File: src/include/port_a_pkg.sv
package port_a_pkg;

  // ----------------------------------------------------------------
  // Widths and pin positions
  // ----------------------------------------------------------------
  localparam int PORT_WIDTH = 16;
  localparam int PIN_EE_SEL = 0;
  localparam int PIN_IRQ5_A = 1;
  localparam int PIN_IRQ6 = 2;
  localparam int PIN_RX_DATA = 4;
  localparam int PIN_IRQ1_CLK = 7;
  localparam int PIN_IRQ2_STB = 8;
  localparam int PIN_IRQ3_STB = 9;
  localparam int PIN_IRQ4_RING = 10;
  localparam int PIN_AUX_CS = 11;
  localparam int PIN_ADDR_LO = 12;
  localparam int SLAVE_PIN_LO = 1;
  localparam int SLAVE_COUNT = 3;
  localparam int ADDR_HI_COUNT = 4;

  // ----------------------------------------------------------------
  // Reset values and default levels of unrouted peripheral inputs
  // ----------------------------------------------------------------
  localparam logic [15:0] FSEL_RESET = 16'h0000;
  localparam logic [15:0] DIR_RESET = 16'h0000;
  localparam logic [15:0] ALT_RESET = 16'hF000;
  localparam logic [15:0] LATCH_RESET = 16'h0000;
  localparam logic IRQ_DEFAULT = 1'h1;
  localparam logic RX_DATA_DEFAULT = 1'h1;
  localparam logic RING_DEFAULT = 1'h1;
  localparam logic RX_CLOCK_DEFAULT = 1'h0;
  localparam logic [3:0] ADDR_HI_DEFAULT = 4'h0;
  localparam logic FRAME_SYNC_DEFAULT = 1'h0;

  // ----------------------------------------------------------------
  // Carriers
  // ----------------------------------------------------------------
  typedef struct packed {
    logic wr_fsel;
    logic wr_dir;
    logic wr_alt;
    logic wr_data;
    logic [15:0] wdata;
  } reg_write_type;

  typedef struct packed {
    logic [6:1] ext_irq_in;   // ext_irq_in_1 .. ext_irq_in_6
    logic rx_data;
    logic serial_rx_clock_in;
    logic ring_indicate;
    logic codec_frame_sync;
    logic [3:0] addr_hi;      // address bits 20 to 23
  } periph_in_type;

  typedef struct packed {
    logic [2:0] enable;       // slave select enable, pins 1 to 3
    logic [2:0] negate_level; // slave_negate_level, pins 1 to 3
  } slave_select_control_type;

endpackage : port_a_pkg

File: src/core/port_a_pins.sv
`timescale 1ns/1ps
// Overview of operation
// - Function-select bit picks GPIO or peripheral pin
// - GPIO direction bit: 0 input, 1 output
// - Reset clears function-select and direction bits
// - Data writes always update output latch
// - GPIO output drives latch, reads latch
// - GPIO input blocks latch, reads pin
// - Dedicated mode ignores direction; peripheral decides
// - Alternate-function bit chooses among dedicated functions
// - Dedicated read returns pin or driver state
// - Unrouted peripheral inputs tied to fixed level
// - Interrupts, receive data, ring 1; clock, address 0
// - Reset-sampled EEPROM select level is inactive level
// - Slave selects negated during EEPROM access
// - Auxiliary chip select is active low
// - Slave select needs GPIO output; returns to latch
// - Negate level 0 low, 1 high
// - Interrupt on two pins is OR of both
module port_a_pins
  import port_a_pkg::*;
#(
  parameter int WIDTH = PORT_WIDTH
) (
  input wire logic CLK_I,
  input wire logic NRST_I,
  input wire reg_write_type WRITE_I,
  input wire slave_select_control_type SLAVE_CTRL_I,
  input wire logic EE_ACCESS_I,
  input wire logic FRAME_SYNC_MODE_I,
  input wire logic AUX_CS_ACTIVE_I,
  input wire logic [WIDTH-1:0] PERIPH_OUT_I,
  input wire logic [WIDTH-1:0] PERIPH_OE_I,
  input wire logic [WIDTH-1:0] PIN_IN_I,
  output logic [WIDTH-1:0] PIN_OUT_O,
  output logic [WIDTH-1:0] PIN_OE_O,
  output logic [WIDTH-1:0] DATA_RD_O,
  output logic [WIDTH-1:0] FSEL_O,
  output logic [WIDTH-1:0] DIR_O,
  output logic [WIDTH-1:0] ALT_O,
  output logic EE_INACTIVE_O,
  output periph_in_type PERIPH_IN_O
);

  // ----------------------------------------------------------------
  // Decoding helpers
  // ----------------------------------------------------------------

  // Dedicated pins whose function is a peripheral input
  function automatic logic is_dedicated_input(input int idx, input logic alt,
                                              input logic fs_mode);
    logic res;
    res = 1'b0;
    case (idx)
      1, 2, 4: res = 1'b1;
      7, 10, 12, 13, 14, 15: res = 1'b1;
      8: res = !alt || fs_mode;
      9: res = !alt;
      default: res = 1'b0;
    endcase
    return res;
  endfunction : is_dedicated_input

  // Pin routed to a peripheral input: dedicated and with matching alternate bit
  function automatic logic routed(input logic fsel, input logic alt, input logic want_alt);
    return fsel && (alt == want_alt);
  endfunction : routed

  // ----------------------------------------------------------------
  // Configuration registers and output latch
  // ----------------------------------------------------------------
  logic [WIDTH-1:0] fsel_r;
  logic [WIDTH-1:0] dir_r;
  logic [WIDTH-1:0] alt_r;
  logic [WIDTH-1:0] latch_r;
  logic ee_inactive_r;
  logic ee_sampled_r;

  // Function select and direction start cleared: every pin a GPIO input
  always_ff @(posedge CLK_I or negedge NRST_I) begin
    if (!NRST_I) begin
      fsel_r <= FSEL_RESET;
      dir_r <= DIR_RESET;
    end else begin
      if (WRITE_I.wr_fsel) begin
        fsel_r <= WRITE_I.wdata[WIDTH-1:0];
      end
      if (WRITE_I.wr_dir) begin
        dir_r <= WRITE_I.wdata[WIDTH-1:0];
      end
    end
  end

  // Alternate function bits
  always_ff @(posedge CLK_I or negedge NRST_I) begin
    if (!NRST_I) begin
      alt_r <= ALT_RESET;
    end else if (WRITE_I.wr_alt) begin
      alt_r <= WRITE_I.wdata[WIDTH-1:0];
    end
  end

  // Latch takes every data write, whatever the pin mode
  always_ff @(posedge CLK_I or negedge NRST_I) begin
    if (!NRST_I) begin
      latch_r <= LATCH_RESET;
    end else if (WRITE_I.wr_data) begin
      latch_r <= WRITE_I.wdata[WIDTH-1:0];
    end
  end

  // ----------------------------------------------------------------
  // EEPROM select level capture
  // ----------------------------------------------------------------

  // The pin cannot be sampled under async reset, so the first edge after
  // release catches it; pin 0 is still a GPIO input at that edge.
  always_ff @(posedge CLK_I or negedge NRST_I) begin
    if (!NRST_I) begin
      ee_sampled_r <= 1'b0;
      ee_inactive_r <= 1'b0;
    end else if (!ee_sampled_r) begin
      ee_sampled_r <= 1'b1;
      ee_inactive_r <= PIN_IN_I[PIN_EE_SEL];
    end
  end

  // ----------------------------------------------------------------
  // Pin drive and read-back
  // ----------------------------------------------------------------
  logic [WIDTH-1:0] out_nxt;
  logic [WIDTH-1:0] oe_nxt;
  logic [WIDTH-1:0] rd_nxt;

  always_comb begin
    out_nxt = '0;
    oe_nxt = '0;
    rd_nxt = '0;
    for (int i = 0; i < WIDTH; i++) begin
      if (!fsel_r[i]) begin
        // GPIO: direction bit alone decides
        oe_nxt[i] = dir_r[i];
        out_nxt[i] = latch_r[i];
        rd_nxt[i] = dir_r[i] ? latch_r[i] : PIN_IN_I[i];
      end else begin
        // Dedicated: direction bit ignored, peripheral owns the pin
        if (i == PIN_EE_SEL) begin
          oe_nxt[i] = 1'b1;
          out_nxt[i] = EE_ACCESS_I ? !ee_inactive_r : ee_inactive_r;
        end else if (i == PIN_AUX_CS) begin
          oe_nxt[i] = 1'b1;
          out_nxt[i] = !AUX_CS_ACTIVE_I;
        end else if (is_dedicated_input(i, alt_r[i], FRAME_SYNC_MODE_I)) begin
          oe_nxt[i] = 1'b0;
        end else begin
          oe_nxt[i] = PERIPH_OE_I[i];
          out_nxt[i] = PERIPH_OUT_I[i];
        end
        rd_nxt[i] = oe_nxt[i] ? out_nxt[i] : PIN_IN_I[i];
      end
    end
    // Slave selects ride on GPIO outputs and are overridden only during
    // an EEPROM access, so the latch level reappears once it ends.
    for (int k = 0; k < SLAVE_COUNT; k++) begin
      if (!fsel_r[SLAVE_PIN_LO + k] && dir_r[SLAVE_PIN_LO + k] &&
          SLAVE_CTRL_I.enable[k] && EE_ACCESS_I) begin
        out_nxt[SLAVE_PIN_LO + k] = SLAVE_CTRL_I.negate_level[k];
      end
    end
  end

  // ----------------------------------------------------------------
  // Peripheral input routing
  // ----------------------------------------------------------------
  periph_in_type pin_nxt;
  logic [6:1] irq_any;
  logic [6:1] irq_or;

  // Each interrupt ORs every pin routed to it; with none routed it idles
  always_comb begin
    irq_any = '0;
    irq_or = '0;
    if (routed(fsel_r[PIN_IRQ1_CLK], alt_r[PIN_IRQ1_CLK], 1'b0)) begin
      irq_any[1] = 1'b1;
      irq_or[1] = PIN_IN_I[PIN_IRQ1_CLK];
    end
    for (int n = 2; n <= 4; n++) begin
      if (routed(fsel_r[PIN_IRQ2_STB + n - 2], alt_r[PIN_IRQ2_STB + n - 2], 1'b0)) begin
        irq_any[n] = 1'b1;
        irq_or[n] = irq_or[n] | PIN_IN_I[PIN_IRQ2_STB + n - 2];
      end
    end
    for (int n = 2; n <= 5; n++) begin
      if (routed(fsel_r[PIN_ADDR_LO + n - 2], alt_r[PIN_ADDR_LO + n - 2], 1'b0)) begin
        irq_any[n] = 1'b1;
        irq_or[n] = irq_or[n] | PIN_IN_I[PIN_ADDR_LO + n - 2];
      end
    end
    if (fsel_r[PIN_IRQ5_A]) begin
      irq_any[5] = 1'b1;
      irq_or[5] = irq_or[5] | PIN_IN_I[PIN_IRQ5_A];
    end
    if (fsel_r[PIN_IRQ6]) begin
      irq_any[6] = 1'b1;
      irq_or[6] = PIN_IN_I[PIN_IRQ6];
    end
  end

  // Unrouted inputs see a fixed level and leave the GPIO pin untouched
  always_comb begin
    for (int n = 1; n <= 6; n++) begin
      pin_nxt.ext_irq_in[n] = irq_any[n] ? irq_or[n] : IRQ_DEFAULT;
    end
    pin_nxt.rx_data = fsel_r[PIN_RX_DATA] ? PIN_IN_I[PIN_RX_DATA] : RX_DATA_DEFAULT;
    pin_nxt.serial_rx_clock_in = routed(fsel_r[PIN_IRQ1_CLK], alt_r[PIN_IRQ1_CLK], 1'b1) ?
                                 PIN_IN_I[PIN_IRQ1_CLK] : RX_CLOCK_DEFAULT;
    pin_nxt.ring_indicate = routed(fsel_r[PIN_IRQ4_RING], alt_r[PIN_IRQ4_RING], 1'b1) ?
                            PIN_IN_I[PIN_IRQ4_RING] : RING_DEFAULT;
    pin_nxt.codec_frame_sync =
        (routed(fsel_r[PIN_IRQ2_STB], alt_r[PIN_IRQ2_STB], 1'b1) && FRAME_SYNC_MODE_I) ?
        PIN_IN_I[PIN_IRQ2_STB] : FRAME_SYNC_DEFAULT;
    for (int a = 0; a < ADDR_HI_COUNT; a++) begin
      pin_nxt.addr_hi[a] = routed(fsel_r[PIN_ADDR_LO + a], alt_r[PIN_ADDR_LO + a], 1'b1) ?
                           PIN_IN_I[PIN_ADDR_LO + a] : ADDR_HI_DEFAULT[a];
    end
  end

  // ----------------------------------------------------------------
  // Registered outputs
  // ----------------------------------------------------------------

  // One cycle of latency on every output, bought for clean timing at pins
  always_ff @(posedge CLK_I or negedge NRST_I) begin
    if (!NRST_I) begin
      PIN_OUT_O <= '0;
      PIN_OE_O <= '0;
      DATA_RD_O <= '0;
      PERIPH_IN_O <= '0;
    end else begin
      PIN_OUT_O <= out_nxt;
      PIN_OE_O <= oe_nxt;
      DATA_RD_O <= rd_nxt;
      PERIPH_IN_O <= pin_nxt;
    end
  end

  // Configuration read-back
  always_ff @(posedge CLK_I or negedge NRST_I) begin
    if (!NRST_I) begin
      FSEL_O <= FSEL_RESET;
      DIR_O <= DIR_RESET;
      ALT_O <= ALT_RESET;
      EE_INACTIVE_O <= 1'b0;
    end else begin
      FSEL_O <= fsel_r;
      DIR_O <= dir_r;
      ALT_O <= alt_r;
      EE_INACTIVE_O <= ee_inactive_r;
    end
  end

endmodule : port_a_pins

File: config.mk
export PLATFORM = sky130hd
export DESIGN_NAME = port_a_pins
export DESIGN_NICKNAME = d
export VERILOG_FILES = /design/src/include/port_a_pkg.sv /design/src/core/port_a_pins.sv
export SDC_FILE = /design/constraint.sdc
export NUM_CORES = 1
export LEC_CHECK = 0
export BUFFER_PORTS_ARGS = -buffer_cell sky130_fd_sc_hd__buf_2
export CAP_MARGIN = 20
export CELL_PAD_IN_SITES_DETAIL_PLACEMENT = 0
export CELL_PAD_IN_SITES_GLOBAL_PLACEMENT = 2
export CORE_MARGIN = 4
export CORE_UTILIZATION = 32
export CTS_BUF_LIST = sky130_fd_sc_hd__clkbuf_4 sky130_fd_sc_hd__clkbuf_8
export DETAILED_ROUTE_END_ITERATION = 7
export GPL_TIMING_DRIVEN = 0
export PLACE_DENSITY_LB_ADDON = 0.1
export SYNTH_ARGS = -nofsm -noshare
export SYNTH_HDL_FRONTEND = slang
export SYNTH_SLANG_ARGS = --single-unit
File: constraint.sdc
create_clock -name CLK_I -period 1.17 [get_ports CLK_I]
set_clock_uncertainty 0.1 [all_clocks]
set_input_delay 0.117 -clock CLK_I [delete_from_list [all_inputs] [get_ports CLK_I]]
set_output_delay 0.117 -clock CLK_I [all_outputs]
set_load 0.05 [all_outputs]
==> impl_metrics.json, run 1 <==
{
  "cts.sinks": 177,
  "violations": "hold timing, setup timing",
  "synth.avg_cell_area_um2": 16.2,
  "synth-seq-cells": 177,
  "async_reset_ff_frac": 1.00,
  "placed_area_um2": 7130,
  "vias": 3734,
  "r2r_end": "PIN_OUT_O[3]",
  "drc": 0,
  "grt_pass1_wl_um": 21700,
  "synthCells": 370,
  "dp_cells": 763,
  "rsz0062_at_grt": "yes",
  "worstHoldPathType": "in2async",
  "numCtsBuffers": 17,
  "finalWorstSetupSlack_ps": -178,
  "insertion_delay_ps": 440,
  "ir_worst_vdd_mv": 0.737,
  "grt_busiest_layer": "met2",
  "clk_pin_slew_ps": 90,
  "final_layout_size_suffix_gt1_frac": 0.497,
  "use_met1": 0.176,
  "critPathMaxStageDelay_ps": 560,
  "ctsLongestPathBuffers": 2,
  "cp.required_ps": 950,
  "dr.pass1.iters": 4,
  "status": "finished, violations left",
  "finalHoldViolations": 89,
  "timing.final.crit_share": 1.15,
  "grt-ovfl-total": 0,
  "syn-num-nets": 449,
  "setup_viol": 111,
  "cp.arrival_ps": 1130,
  "port_buffers": 163,
  "first_iter_violations": 64,
  "clockRootBuffer": "clkbuf_8",
  "netlist_area_um2": 5990,
  "ios": 190,
  "period_minus_slack_ps": 1350,
  "fin_area_um2": 8900,
  "dp_slack_ps": -243,
  "synth_commonest_cells": "dfrtp_1, mux2_2, nor2b_1",
  "antenna_cells": 0,
  "r2r_start": "dir_r[3]",
  "grt_max_degree": 116,
  "crit_start": "ALT_O[13]",
  "yosysSeqAreaShare": 0.741,
  "drv_cap": 0,
  "r2r_cells": 3,
  "dieHeight_um": 145,
  "wl_um": 13800,
  "grt_use_total": 0.137,
  "drtAntennaViolNets": 0,
  "synth_edf_count": 0,
  "use_met3": 0.0453,
  "antenna_found_initial": 0,
  "synth_top_area_cell": "dfrtp_1",
  "setup_tns_ps": -2640,
  "num_rows": 49,
  "start_util": 0.329,
  "routed_via_density": 4.37,
  "ys_types": 27,
  "synth.most_common_cell": "dfrtp_1",
  "final_cells": 855,
  "critical_path.startpoint_type": "register",
  "coreArea_um2": 18200,
  "synth.top_cell.area_share": 0.706,
  "wl_per_cell_um": 16.1,
  "synth_flop_cell": "dfrtp_1",
  "power_density_nw_per_um2": 1700,
  "die_w_um": 145,
  "power.leakage_nw": 4.08,
  "crit_buf_inv": 1,
  "r2r_setup_slack_ps": -70,
  "synth.area.top_cells": "dfrtp_1, mux2_2, dfstp_2",
  "die_area_um2": 21000,
  "cp_cell_sequence": "buf_8",
  "max-slew-margin-rel": 0.563,
  "first_global_vias": 4026,
  "crit_slowest_cell": "dfstp_2",
  "endpoint_kind": "output port",
  "fin_nets": 692,
  "grtUsageMet2": 0.219,
  "synth_warnings": 0,
  "dp_hpwl_um": 9060,
  "crit_path_max_fanout": 1,
  "area_growth_pct": 48.6,
  "place.gp.congestion": 0.719,
  "path_delay_family": "flip-flops",
  "cts.htree.levels": 4,
  "tightest_slew_ps": 655,
  "cts_tree": "done",
  "fmax_ghz": 0.742,
  "holdWs_ps": -493,
  "slew_violations": 0,
  "path_class": "reg2out"
}
## per-stage QoR
step	util	power, mW	hold slack [ps]
after floorplan	-	9.17	-279
after global placement	0.389	10.0	227
after detailed placement	0.392	10.1	-10.7
after CTS	0.486	15.4	-512
after global routing	0.489	15.9	-492
final	0.489	15.2	-493
## registers in the layout (all words and copies together) (netlist names)
register	count
PIN_OUT_O	16
DIR_O	16
fsel_r	16
EE_INACTIVE_O	1
DATA_RD_O	16
latch_r	16
alt_r	16
ee_inactive_r	1
FSEL_O	16
dir_r	16
PERIPH_IN_O	14
ee_sampled_r	1
ALT_O	16
PIN_OE_O	16
## worst max path at each step
stage	to	slack (ps)	depth (start not counted)
6_report	ALT_O[13]	-180	1
5_1_grt	ALT_O[13]	-240	1
4_1_cts	ALT_O[13]	-220	1
3_5_place_dp	fsel_r[10]	-240	3
3_3_place_gp	ee_sampled_r	-2830	1
2_1_floorplan	PIN_OUT_O[3]	-80	3
## cells in the final DEF (no fill, tap or decap), types with 2 or more instances in the layout
cell type,instances
a211oi_1,3
a21oi_1,3
and3_1,5
buf_2,59
buf_4,5
buf_6,107
buf_8,5
bufinv_16,3
clkbuf_4,2
clkbuf_8,19
clkinv_4,2
clkinvlp_4,5
dfrtp_1,161
dfrtp_2,8
dfstp_2,8
dlygate4sd3_1,55
inv_1,9
mux2_2,75
mux2i_1,9
nand2_1,11
nand2b_1,9
nand3_1,6
nand3b_1,3
nor2_1,2
nor2b_1,14
nor2b_2,4
nor2b_4,2
o211ai_1,2
o21a_1,2
o21ai_0,15
or2_2,2
## kinds of logic after synthesis
| kind of cell | after synthesis | share of synthesized area |
|---|---|---|
| AND/OR/NAND/NOR | 63 | 0.0612 |
| AO/OA/AOI/OAI | 26 | 0.0253 |
| flip-flops | 177 | 0.741 |
| buffers and inverters | 17 | 0.0123 |
| XOR/XNOR | 1 | 0.00146 |
| multiplexers | 85 | 0.158 |
| other | 1 | 0.000626 |
## power breakdown
part	total (mW)	internal [mW]	switching, mW	leakage [nW]
combinational	3.55	1.41	2.14	1.80
clock	4.42	2.29	2.13	0.202
sequential	7.20	6.77	0.424	2.08
## routing by layer
layer,vias to the layer above,share of wire
met1,1861,0.43
li1,1750,-
met5,-,0
met2,111,0.50
met3,12,0.061
met4,0,0.013
## final cells by class
cell class / count / area, µm²
plain buffers: 8 / 40.0
clock buffers: 21 / 277
clock inverters: 11 / 154
fillers: 1626 / 9310
inverters: 9 / 33.8
multi-input cells: 176 / 1510
flip-flops and latches: 177 / 4450
well taps: 229 / 287
repair buffers: 224 / 2150
## repair_timing
action                                  4_1_cts  5_1_grt
buffers inserted                              3        2
endpoints found under the hold margin       170       65
cloned                                        0        0
hold buffers                                 53        2
endpoints found under the setup margin      117      122
resized for setup                           235        9
pin swaps                                     0        0
Note: power is estimated with default switching activity, not from simulation.
==> inputs of run 2 (changes only) <==
--- a/config.mk
+++ b/config.mk
@@ -5,12 +5,13 @@
 export SDC_FILE = /design/constraint.sdc
 export NUM_CORES = 1
 export LEC_CHECK = 0
+export ABC_AREA = 1
 export BUFFER_PORTS_ARGS = -buffer_cell sky130_fd_sc_hd__buf_2
 export CAP_MARGIN = 20
 export CELL_PAD_IN_SITES_DETAIL_PLACEMENT = 0
 export CELL_PAD_IN_SITES_GLOBAL_PLACEMENT = 2
 export CORE_MARGIN = 4
-export CORE_UTILIZATION = 32
+export CORE_UTILIZATION = 30
 export CTS_BUF_LIST = sky130_fd_sc_hd__clkbuf_4 sky130_fd_sc_hd__clkbuf_8
 export DETAILED_ROUTE_END_ITERATION = 7
 export GPL_TIMING_DRIVEN = 0
==> run 2 against run 1 <==
Compared with the run above: power down 4.1%; largest cell class unchanged; the run still ends with hold timing, setup timing left; clock power is 7.0% lower; critical endpoint is now ALT_O[15]; maximum frequency grew 0.11%.
==> impl_metrics.json, run 2 <==
{
  "tightest_slew_ps": 831,
  "grt-ovfl-total": 0,
  "synth-seq-cells": 177,
  "fmax_ghz": 0.743,
  "vias": 4417,
  "synth_commonest_cells": "dfrtp_1, nand2_1, o21ai_0",
  "post_cts_buffers": 0,
  "insertion_delay_ps": 440,
  "grt_pass1_wl_um": 26000,
  "cp_cell_sequence": "buf_8",
  "crit_buf_inv": 1,
  "dp_hpwl_um": 10700,
  "final_common_cell": "dfrtp_1",
  "async_reset_ff_frac": 1.00,
  "clockRootBuffer": "clkbuf_8",
  "synth_top_area_cell": "dfrtp_1",
  "fin_nets": 848,
  "slew_violations": 0,
  "dr.pass1.iters": 4,
  "first_global_vias": 4845,
  "power.leakage_nw": 4.37,
  "wl_per_cell_um": 15.6,
  "coreArea_um2": 19700,
  "final_layout_size_suffix_gt1_frac": 0.295,
  "critical_path.startpoint_type": "register",
  "synth_edf_count": 0,
  "violations": "hold timing, setup timing",
  "power_density_nw_per_um2": 1630,
  "critPathMaxStageDelay_ps": 550,
  "synth.top_cell.area_share": 0.699,
  "synth.most_common_cell": "dfrtp_1",
  "antenna_found_initial": 0,
  "clk_pin_slew_ps": 90,
  "period_minus_slack_ps": 1350,
  "synthCells": 528,
  "ir_worst_vdd_mv": 0.593,
  "cp.required_ps": 950,
  "numCtsBuffers": 17,
  "cts_tree": "done",
  "ys_types": 18,
  "grt_use_total": 0.153,
  "start_util": 0.308,
  "num_rows": 51,
  "synth_warnings": 0,
  "die_area_um2": 22500,
  "crit_slowest_cell": "dfstp_2",
  "cts.sinks": 177,
  "worstHoldPathType": "in2async",
  "drv_cap": 0,
  "path_class": "reg2out",
  "grt_max_degree": 99,
  "endpoint_kind": "output port",
  "dieHeight_um": 150,
  "synth.area.top_cells": "dfrtp_1, nand2_1, o21ai_0",
  "die_w_um": 150,
  "cts_hold_buf": 55,
  "antenna_cells": 0,
  "routed_via_density": 4.22,
  "finalWorstSetupSlack_ps": -176,
  "drc": 0,
  "area_growth_pct": 47.1,
  "rsz0062_at_grt": "yes",
  "first_iter_violations": 106,
  "status": "finished, violations left",
  "crit_path_max_fanout": 1,
  "timing.final.crit_share": 1.15,
  "setup_viol": 111,
  "ctsLongestPathBuffers": 2,
  "cp.arrival_ps": 1130,
  "synth.avg_cell_area_um2": 11.5,
  "dp_slack_ps": -262,
  "drtAntennaViolNets": 0,
  "r2r_setup_slack_ps": 110,
  "holdWs_ps": -414,
  "place.gp.congestion": 0.736,
  "synth_flop_cell": "dfrtp_1",
  "netlist_area_um2": 6050,
  "path_delay_family": "flip-flops",
  "max-slew-margin-rel": 0.446,
  "final_core_util": 0.453,
  "wl_um": 16300,
  "cts.htree.levels": 4,
  "ios": 190,
  "final_cell_mix": "dfrtp_1, nand2_1, buf_6",
  "yosysSeqAreaShare": 0.733,
  "nFillCells": 1934,
  "port_buffers": 166,
  "syn-num-nets": 607,
  "finalHoldViolations": 95
}
-- run 2: cell count changes after synthesis, moves of 5 or more --
cell / before / now
mux2_4: 0 / 6
o21ai_0: 15 / 80
inv_1: 9 / 71
nand2b_1: 9 / 0
nand3_1: 7 / 19
o211ai_1: 2 / 7
nor3_1: 0 / 6
and3_1: 5 / 0
nor2b_1: 20 / 0
mux2i_1: 9 / 0
nand2_1: 11 / 116
nor2_1: 2 / 24
mux2_2: 75 / 6
-- run 2: worst register-to-register path, cell delays in order (launching register included) --
cell and delay [ps]:
dfrtp_1 450, nor2_2 240, nand2_1 70, nand2_1 60, nand2_1 50
-- run 2: stage by stage --
stage	total power [mW]	setup TNS [ps]	instances	area [µm²]
after CTS	14.7	-8320	1047	8900
after floorplan	8.93	0	528	6050
after global routing	15.3	-10960	1047	8900
after detailed placement	9.87	-4400	960	7250
final	14.5	-3560	1047	8900
after global placement	9.85	-520000	959	7220
-- run 2: cell families (layout without fill, tap and decap cells) --
| family | after synthesis | in the layout | synth area share |
|---|---|---|---|
| buffers and inverters | 82 | 336 | 0.0537 |
| other | 1 | 1 | 0.000619 |
| muxes | 12 | 12 | 0.0260 |
| and+or+nand+nor | 168 | 168 | 0.111 |
| DFF | 177 | 177 | 0.733 |
| AOI/OAI and AO/OA | 88 | 88 | 0.0756 |
-- run 2: power by group --
group	internal (mW)	switching [mW]	leakage (nW)
clock	1.89	2.22	0.188
sequential	6.71	0.368	2.13
combinational	1.18	2.17	2.06
total	9.78	4.76	4.37
-- run 2: worst paths after layout --
kind | cells after the start | end | start
max reg2reg | 4 | PIN_OUT_O[2] | fsel_r[2]
min in group CLK_I | 4 | dir_r[13] | WRITE_I[18]
max | 1 | ALT_O[15] | ALT_O[15]
min | 1 | PIN_OUT_O[6] | NRST_I
min reg2reg | 0 | ALT_O[13] | alt_r[13]
max in group asynchronous | 2 | alt_r[15] | NRST_I
-- run 2: area by class of cell --
cell class / count / area [µm²] / area share
Buffer: 11 / 58.8 / 0.00661
Clock buffer: 21 / 283 / 0.0318
Clock inverter: 11 / 101 / 0.0114
Inverter: 71 / 267 / 0.0299
Multi-Input combinational cell: 269 / 1290 / 0.145
Sequential cell: 177 / 4440 / 0.499
Tap cell: 265 / 332 / 0.0372
Timing Repair Buffer: 222 / 2130 / 0.239
-- run 2: what timing repair did --
action | 4_1_cts | 5_1_grt
resized for setup | 226 | 2
hold endpoints to repair | 204 | 95
setup endpoints to repair | 111 | 113
pin swaps | 0 | 0
-- run 2: metal layers --
metal,share of wire,wire length (µm),vias up,GRT usage
met2,0.50,8190,110,0.256
met3,0.058,950,6,0.0460
li1,-,-,2141,-
met5,0,0,-,0
met1,0.43,7040,2160,0.194
met4,0.0069,112,0,0.0384
